<file path="config.mk">
export PLATFORM = sky130hd
export DESIGN_NAME = mecim_bank
export DESIGN_NICKNAME = d
export VERILOG_FILES = /design/src/verilog/mecim_bank.v
export VERILOG_INCLUDE_DIRS = /design/src /design/src/verilog
export SDC_FILE = /design/constraint.sdc
export NUM_CORES = 1
export LEC_CHECK = 0
export BUFFER_PORTS_ARGS = -buffer_cell sky130_fd_sc_hd__buf_2
export CAP_MARGIN = 5
export CORE_UTILIZATION = 30
export CTS_CLUSTER_DIAMETER = 120
export DETAILED_ROUTE_END_ITERATION = 10
export PLACE_DENSITY = 0.49
export REMOVE_ABC_BUFFERS = 1
export SYNTH_ARGS = -nofsm -noshare
export SYNTH_HDL_FRONTEND = slang
export SYNTH_SLANG_ARGS = --single-unit
</file>
<file path="constraint.sdc">
create_clock -name core_clk -period 2.5 [get_ports core_clk]
set_input_delay 0.25 -clock core_clk [delete_from_list [all_inputs] [get_ports core_clk]]
set_output_delay 0.25 -clock core_clk [all_outputs]
set_load 0.005 [all_outputs]
</file>
<file path="src/verilog/mecim_defines.vh">
// Register offsets, field positions and reset values of the maintenance bank
`ifndef MECIM_DEFINES_VH
`define MECIM_DEFINES_VH
`define MECIM_ADDR_MAINT 8'h13
`define MECIM_ADDR_LINE_MASK 8'h14
`define MECIM_ADDR_ERR_MASK 8'h15
`define MECIM_ADDR_EVENT 8'h19
`define MECIM_ADDR_EVENT_ERR 8'h1a
`define MECIM_ADDR_CNT_A 8'h1b
`define MECIM_ADDR_CNT_B 8'h1c
`define MECIM_BIT_VIOL_INJ 6
`define MECIM_BIT_PERR_INJ 5
`define MECIM_BIT_ZERO_RULE 4
`define MECIM_SRC_HI 3
`define MECIM_SRC_LO 2
`define MECIM_BIT_CNT_MODE 1
`define MECIM_BIT_XFER 0
`define MECIM_SRC_PATTERN 2'h0
`define MECIM_SRC_ZEROS 2'h1
`define MECIM_SRC_CODE 2'h2
`define MECIM_SRC_BOTH 2'h3
`define MECIM_RST_MAINT 8'h00
`define MECIM_RST_LINE_MASK 8'hff
`define MECIM_RST_ERR_MASK 8'hff
`endif
</file>
<file path="src/verilog/mecim_bank.v">
// Maintenance control, error counter and interrupt mask register bank
`timescale 1ns/10ps
`include "mecim_defines.vh"

// Behaviour
// - Rising edge of bipolar violation inject gives one violation pulse.
// - Rising edge of pattern error inject corrupts one pattern bit.
// - Two-bit source select picks what the 16-bit counter counts.
// - Counter report mode: 0 manual, 1 automatic.
// - In manual mode, rising transfer bit copies count to results, then clears counter.
// - Line mask bit 4 gates pattern sync interrupt, resets 1.
// - Line mask bit 3 gates transmit clock loss interrupt, resets 1.
// - Line mask bit 2 gates driver fault interrupt, resets 1.
// - Line mask bit 1 gates alarm signal interrupt, resets 1.
// - Line mask bit 0 gates signal loss; upper bits reset 111.
// - Error mask bit 7 gates shaper overflow interrupt, resets 1.
// - Error mask bit 6 gates jitter buffer overflow, resets 1.
// - Error mask bit 5 gates jitter buffer underflow, resets 1.
// - Error mask bit 4 gates pattern logic error, resets 1.
// - Error mask bit 3 gates excess zeros interrupt, resets 1.
// - Error mask bit 2 gates code violation interrupt, resets 1.
// - Error mask bit 1 gates one-second tick interrupt, resets 1.
// - Error mask bit 0 gates counter overflow interrupt, resets 1.
// - Reading the event register clears it and withdraws the request.
module mecim_bank (
  // Clock and reset
  input wire core_clk,
  input wire nrst,
  // Register port
  input wire [7:0] reg_addr,
  input wire reg_wr,
  input wire reg_rd,
  input wire [7:0] reg_wdata,
  output reg [7:0] reg_rdata,
  // Line event sources, one-cycle pulses, bits 4..0
  input wire [4:0] line_event,
  // Error event sources, one-cycle pulses, bits 7..1
  input wire [7:1] error_event,
  // Error detector pulses
  input wire pattern_logic_error,
  input wire excess_zeros,
  input wire code_violation,
  // Auto report tick from one-second timer
  input wire one_second_tick,
  // Transmit path controls
  output reg bipolar_violation_inject,
  output reg pattern_error_inject,
  output wire excess_zero_rule_select,
  output wire counter_report_mode,
  // Interrupt request, active low level
  output wire irq_n
);

  reg [7:0] maintenance_error_control;
  reg [7:0] line_event_irq_mask;
  reg [7:0] error_event_irq_mask;
  reg [7:0] line_pending;
  reg [7:0] error_pending;
  reg [15:0] error_count;
  reg [15:0] count_result;
  reg prev_viol;
  reg prev_err;
  reg prev_trf;
  reg count_inc;
  reg transfer;
  reg overflow;
  wire [1:0] count_source;
  wire [7:0] line_set;
  wire [7:0] error_set;
  reg [7:0] next_rdata;
  reg [7:0] next_maint;
  reg [7:0] next_line_mask;
  reg [7:0] next_err_mask;
  reg [15:0] next_error_count;
  reg [15:0] next_count_result;
  wire viol_rise;
  wire perr_rise;
  wire xfer_rise;
  wire wr_maint;
  wire wr_line_mask;
  wire wr_err_mask;
  wire rd_line_event;
  wire rd_error_event;
  wire pattern_sync_irq_mask;
  wire tx_clock_loss_irq_mask;
  wire driver_fault_irq_mask;
  wire alarm_signal_irq_mask;
  wire signal_loss_irq_mask;
  wire shaper_overflow_irq_mask;
  wire jitter_buffer_overflow_irq_mask;
  wire jitter_buffer_underflow_irq_mask;
  wire pattern_error_irq_mask;
  wire excess_zero_irq_mask;
  wire code_violation_irq_mask;
  wire one_second_tick_irq_mask;
  wire counter_overflow_irq_mask;
  wire [7:0] line_request;
  wire [7:0] error_request;

  ////////////////////////////////////////////////////////////////////////////
  // Control fields

  assign excess_zero_rule_select =
    maintenance_error_control[`MECIM_BIT_ZERO_RULE];
  assign counter_report_mode = maintenance_error_control[`MECIM_BIT_CNT_MODE];
  assign count_source =
    maintenance_error_control[`MECIM_SRC_HI:`MECIM_SRC_LO];

  // Rising edges of the strobe bits
  assign viol_rise =
    maintenance_error_control[`MECIM_BIT_VIOL_INJ] & ~prev_viol;
  assign perr_rise =
    maintenance_error_control[`MECIM_BIT_PERR_INJ] & ~prev_err;
  assign xfer_rise =
    maintenance_error_control[`MECIM_BIT_XFER] & ~prev_trf;

  // Register access decode
  assign wr_maint = reg_wr && (reg_addr == `MECIM_ADDR_MAINT);
  assign wr_line_mask = reg_wr && (reg_addr == `MECIM_ADDR_LINE_MASK);
  assign wr_err_mask = reg_wr && (reg_addr == `MECIM_ADDR_ERR_MASK);
  assign rd_line_event = reg_rd && (reg_addr == `MECIM_ADDR_EVENT);
  assign rd_error_event = reg_rd && (reg_addr == `MECIM_ADDR_EVENT_ERR);

  ////////////////////////////////////////////////////////////////////////////
  // Named interrupt mask fields

  assign pattern_sync_irq_mask = line_event_irq_mask[4];
  assign tx_clock_loss_irq_mask = line_event_irq_mask[3];
  assign driver_fault_irq_mask = line_event_irq_mask[2];
  assign alarm_signal_irq_mask = line_event_irq_mask[1];
  assign signal_loss_irq_mask = line_event_irq_mask[0];
  assign shaper_overflow_irq_mask = error_event_irq_mask[7];
  assign jitter_buffer_overflow_irq_mask = error_event_irq_mask[6];
  assign jitter_buffer_underflow_irq_mask = error_event_irq_mask[5];
  assign pattern_error_irq_mask = error_event_irq_mask[4];
  assign excess_zero_irq_mask = error_event_irq_mask[3];
  assign code_violation_irq_mask = error_event_irq_mask[2];
  assign one_second_tick_irq_mask = error_event_irq_mask[1];
  assign counter_overflow_irq_mask = error_event_irq_mask[0];

  ////////////////////////////////////////////////////////////////////////////
  // Register writes and mask registers

  always @(posedge core_clk or negedge nrst)
  begin
    if (!nrst)
    begin
      maintenance_error_control <= `MECIM_RST_MAINT;
      line_event_irq_mask <= `MECIM_RST_LINE_MASK;
      error_event_irq_mask <= `MECIM_RST_ERR_MASK;
    end
    else
    begin
      maintenance_error_control <= next_maint;
      line_event_irq_mask <= next_line_mask;
      error_event_irq_mask <= next_err_mask;
    end
  end

  // Next register values, unmapped writes leave all unchanged
  always @*
  begin
    next_maint = maintenance_error_control;
    next_line_mask = line_event_irq_mask;
    next_err_mask = error_event_irq_mask;
    if (wr_maint)
      next_maint = reg_wdata;
    if (wr_line_mask)
      next_line_mask = reg_wdata;
    if (wr_err_mask)
      next_err_mask = reg_wdata;
  end

  ////////////////////////////////////////////////////////////////////////////
  // Edge detection of inject and transfer bits

  always @(posedge core_clk or negedge nrst)
  begin
    if (!nrst)
    begin
      prev_viol <= 1'b0;
      prev_err <= 1'b0;
      prev_trf <= 1'b0;
      bipolar_violation_inject <= 1'b0;
      pattern_error_inject <= 1'b0;
    end
    else
    begin
      prev_viol <= maintenance_error_control[`MECIM_BIT_VIOL_INJ];
      prev_err <= maintenance_error_control[`MECIM_BIT_PERR_INJ];
      prev_trf <= maintenance_error_control[`MECIM_BIT_XFER];
      bipolar_violation_inject <= viol_rise;
      // one pattern error per rising edge
      pattern_error_inject <= perr_rise;
    end
  end

  ////////////////////////////////////////////////////////////////////////////
  // Error counter

  always @*
  begin
    case (count_source)
      `MECIM_SRC_PATTERN: count_inc = pattern_logic_error;
      `MECIM_SRC_ZEROS: count_inc = excess_zeros;
      `MECIM_SRC_CODE: count_inc = code_violation;
      `MECIM_SRC_BOTH: count_inc = code_violation | excess_zeros;
      default: count_inc = 1'b0;
    endcase
  end

  // transfer on rising edge; auto mode uses timer tick
  always @*
  begin
    if (counter_report_mode)
      transfer = one_second_tick;
    else
      transfer = xfer_rise;
  end

  always @(posedge core_clk or negedge nrst)
  begin
    if (!nrst)
    begin
      error_count <= 16'h0000;
      count_result <= 16'h0000;
      overflow <= 1'b0;
    end
    else
    begin
      overflow <= count_inc & ~transfer & (error_count == 16'hffff);
      error_count <= next_error_count;
      count_result <= next_count_result;
    end
  end

  // copy then clear counter, count saturates
  always @*
  begin
    next_error_count = error_count;
    next_count_result = count_result;
    if (transfer)
    begin
      next_count_result = error_count;
      // Event in the transfer cycle starts the new count
      next_error_count = {15'h0000, count_inc};
    end
    else if (count_inc && (error_count != 16'hffff))
      next_error_count = error_count + 16'h0001;
  end

  ////////////////////////////////////////////////////////////////////////////
  // Interrupt pending bits, cleared by read

  // Unmasked line events latch
  assign line_set = {
    3'h0,
    line_event[4] & ~pattern_sync_irq_mask,
    line_event[3] & ~tx_clock_loss_irq_mask,
    line_event[2] & ~driver_fault_irq_mask,
    line_event[1] & ~alarm_signal_irq_mask,
    line_event[0] & ~signal_loss_irq_mask
  };
  // Unmasked error events latch
  assign error_set = {
    error_event[7] & ~shaper_overflow_irq_mask,
    error_event[6] & ~jitter_buffer_overflow_irq_mask,
    error_event[5] & ~jitter_buffer_underflow_irq_mask,
    error_event[4] & ~pattern_error_irq_mask,
    error_event[3] & ~excess_zero_irq_mask,
    error_event[2] & ~code_violation_irq_mask,
    error_event[1] & ~one_second_tick_irq_mask,
    overflow & ~counter_overflow_irq_mask
  };

  always @(posedge core_clk or negedge nrst)
  begin
    if (!nrst)
    begin
      line_pending <= 8'h00;
      error_pending <= 8'h00;
    end
    else
    begin
      if (rd_line_event)
        line_pending <= line_set;
      else
        line_pending <= line_pending | line_set;
      if (rd_error_event)
        error_pending <= error_set;
      else
        error_pending <= error_pending | error_set;
    end
  end

  // Masking a pending bit withdraws its request
  assign line_request = line_pending & ~line_event_irq_mask;
  assign error_request = error_pending & ~error_event_irq_mask;
  assign irq_n = ~(|line_request | |error_request);

  ////////////////////////////////////////////////////////////////////////////
  // Read data

  always @*
  begin
    case (reg_addr)
      `MECIM_ADDR_MAINT: next_rdata = maintenance_error_control;
      `MECIM_ADDR_LINE_MASK: next_rdata = line_event_irq_mask;
      `MECIM_ADDR_ERR_MASK: next_rdata = error_event_irq_mask;
      `MECIM_ADDR_EVENT: next_rdata = line_pending;
      `MECIM_ADDR_EVENT_ERR: next_rdata = error_pending;
      `MECIM_ADDR_CNT_A: next_rdata = count_result[7:0];
      `MECIM_ADDR_CNT_B: next_rdata = count_result[15:8];
      default: next_rdata = 8'h00;
    endcase
  end

  always @(posedge core_clk or negedge nrst)
  begin
    if (!nrst)
      reg_rdata <= 8'h00;
    else if (reg_rd)
      reg_rdata <= next_rdata;
  end

endmodule // mecim_bank

</file>
==> flow_summary.json <==
{
  "synthTopCellsByArea": "dfrtp_1, dfstp_2, mux2_2, nand2_1, a22o_1",
  "wirelength_um": 10900,
  "synth.most_common_cell": "dfrtp_1",
  "min_path_type": "in -> reg",
  "leakagePower_nw": 2.19,
  "setup_slack_ns": 0.221,
  "start_util_pct": 30.8,
  "cts_buffers": 9,
  "dr.first_iter.drc_count": 173,
  "synth_edf_count": 0,
  "p_int_mw": 2.78,
  "syn-instance-count": 387,
  "drv_slew": 0,
  "pwr-share-comb_pct": 12.8,
  "placed_area_um2": 4560,
  "yosysUniqueCellTypes": 51,
  "grt-ovfl-total": 0,
  "cts_buffer_depth": 2,
  "firstDrtPassIters": 4,
  "cp.arrival_ns": 2.03,
  "synth_compound_area_share_pct": 15.4,
  "tns_ns": 0,
  "switchingPower_mw": 1.04,
  "row_count": 42,
  "netlist_area_um2": 4070,
  "cp-end-kind": "output pin",
  "synthAdderAreaFrac_pct": 0.553,
  "clkPwrFrac_pct": 41.6,
  "antenna_found_initial": 0,
  "p_total_mw": 3.82,
  "area_growth_syn_to_layout_pct": 21.0,
  "fin_crit_sh_pct": 91.2,
  "critPathSlowestCell": "dfstp_2",
  "grt_pass1_wl_um": 18000,
  "synth_common_cells": "dfrtp_1, nand2_1, mux2_2, inv_1",
  "fp.dieW_um": 119,
  "synth-simple-area-share_pct": 17.2,
  "layout.nets": 478,
  "ys_async_sr_fraction_pct": 100,
  "fin_cells": 622,
  "grt_pass1_vias": 3153,
  "cp.required_ns": 2.25,
  "crit_type": "reg -> out",
  "wl_per_cell_um": 17.5,
  "clk_pin_slew_ns": 0.06,
  "start_kind": "flip-flop",
  "avgSynthCellArea_um2": 10.5,
  "place_hpwl_um": 7980,
  "maxCapViolCount": 0,
  "fillers": 1366,
  "synth_mux_area_share_pct": 11.2,
  "fin_area_um2": 4930,
  "grt.total_usage_pct": 16.7,
  "slowest_delay_ns": 0.56,
  "ctsHtreeMaxLevel": 3,
  "drc_errors": 0,
  "die-area_um2": 14000,
  "drt-vias-per-instance": 5.12,
  "cts-root-buf": "clkbuf_16",
  "ys.flop_type": "dfrtp_1",
  "dp_slack_ns": 0.337,
  "rsz0062_at_grt": "false",
  "synth-xor-area-share_pct": 0,
  "antenna_cells": 0,
  "outcome": "finished, final reports clean",
  "yosysWarnings": 0,
  "path_buf_inv": 2,
  "seq_area_frac_synth_pct": 51.5,
  "globalplace.congestion": 0.780,
  "dpl.cell_count": 605,
  "skew_ns": 0.00704,
  "setup_viol": 0,
  "finalHoldViolCount": 0,
  "io_buffers": 48,
  "cp_max_fo": 3,
  "synth.top_cell.area_share_pct": 41.2,
  "power_density_nw_per_um2": 774,
  "ant_nets": 0,
  "seq_power_share_pct": 45.6,
  "cts_setup_buffers": 0,
  "crit_family": "compound AO/OA/AOI/OAI gates",
  "clkLatencyLatePin_ns": 0.35,
  "grt_max_degree": 53,
  "worst_pin_slew_ns": 0.711,
  "path_cells": "inv_1 > a2111o_1 > a221oi_1 > and3_1 > buf_2",
  "r2r_slack_ns": 0.31,
  "cts_sinks": 83,
  "synth_top_family_by_area": "simple AND/OR/NAND/NOR gates",
  "max_freq_mhz": 439,
  "vdd_drop_max_v": 0.000443,
  "ys_ff_latch": 83,
  "core_um2": 13200,
  "p_sw_share_pct": 27.2,
  "ios": 49,
  "yosys.area.top_type": "dfrtp_1",
  "maxSlewHeadroom_pct": 52.2,
  "tritoncts": "built",
  "period_minus_slack_ns": 2.28,
  "die_y_um": 119,
  "via_count": 3186,
  "drive_above_1_share_pct": 28.7
}
==> per-layer routing <==
layer,up-vias,track usage [%],routed length [um]
met3,7,4.78,536
met1,1568,24.0,5290
met2,75,25.0,4990
met4,0,3.32,95
met5,-,0,0
li1,1536,-,-
==> stage by stage <==
step | hold WS, ns | utilization (%)
6_report | 0.135 | 37.2
3_3_place_gp | 0.219 | 34.4
3_5_place_dp | 0.228 | 34.4
5_1_grt | 0.136 | 37.2
2_1_floorplan | -0.0456 | -
4_1_cts | 0.124 | 37.2
==> final timing paths <==
check,depth (start not counted),start,to
worst min-delay path,3,error_event[2],error_pending[2]
worst max register to register,4,maintenance_error_control[2],error_count[13]
worst max-delay path,5,line_event_irq_mask[2],irq_n
min in group asynchronous,2,nrst,maintenance_error_control[4]
max in group asynchronous,3,nrst,error_event_irq_mask[3]
worst min register to register,1,prev_viol,bipolar_violation_inject
==> timing repair <==
item	4_1_cts	5_1_grt
resized for setup	0	0
hold endpoints to repair	23	0
hold buffers	1	0
==> worst reg2reg max path, stage by stage (launching register included) <==
cell,delay (ns)
dfrtp_1,0.44
or3b_4,0.44
a2111o_1,0.58
nor4_1,0.42
mux2i_1,0.23
==> registers in the layout (all words and copies together), names as in the netlist <==
name,count
error_event_irq_mask,8
error_count,16
prev_viol,1
line_pending,5
maintenance_error_control,8
count_result,16
pattern_error_inject,1
reg_rdata,8
error_pending,8
line_event_irq_mask,8
prev_trf,1
bipolar_violation_inject,1
overflow,1
prev_err,1
==> power by group through the flow <==
stage               Combinational (mW)  Clock, mW  Sequential [mW]
finish                           0.489       1.59             1.74
global route                     0.562       1.68             1.77
CTS                              0.494       1.63             1.74
detailed placement               0.490          0             1.76
global placement                 0.482          0             1.76
floorplan                        0.320          0             1.68
==> cell usage in the layout (no fill, tap or decap), types with 6 or more instances in the layout <==
cell,instances
dfrtp_1,67
o21ai_0,15
nand4_1,6
buf_4,11
nand2_1,57
nor4_1,7
nor2b_1,11
or3_1,7
clkbuf_16,9
a221oi_1,8
mux2_2,28
dfstp_2,16
mux2i_1,14
o22ai_1,14
a21oi_1,13
inv_1,27
nand3_1,9
a22o_1,16
buf_2,47
==> kinds of logic (layout without fill, tap and decap cells) <==
kind of cell	after synthesis	in the layout
fa+ha+maj	2	2
mux	42	42
buf+inv	44	103
compound gates	86	86
simple gates	130	130
flops	83	83
==> cell type report <==
class                           instances  area [um2]  area share, %
Clock inverter                          5         108           2.18
Multi-Input combinational cell        260        1800           36.6
Clock buffer                           11         253           5.13
Tap cell                              176         220           4.47
Timing Repair Buffer                   60         348           7.06
Sequential cell                        83        2100           42.5
Inverter                               27         101           2.06
Note: power is estimated with default switching activity, not from simulation.
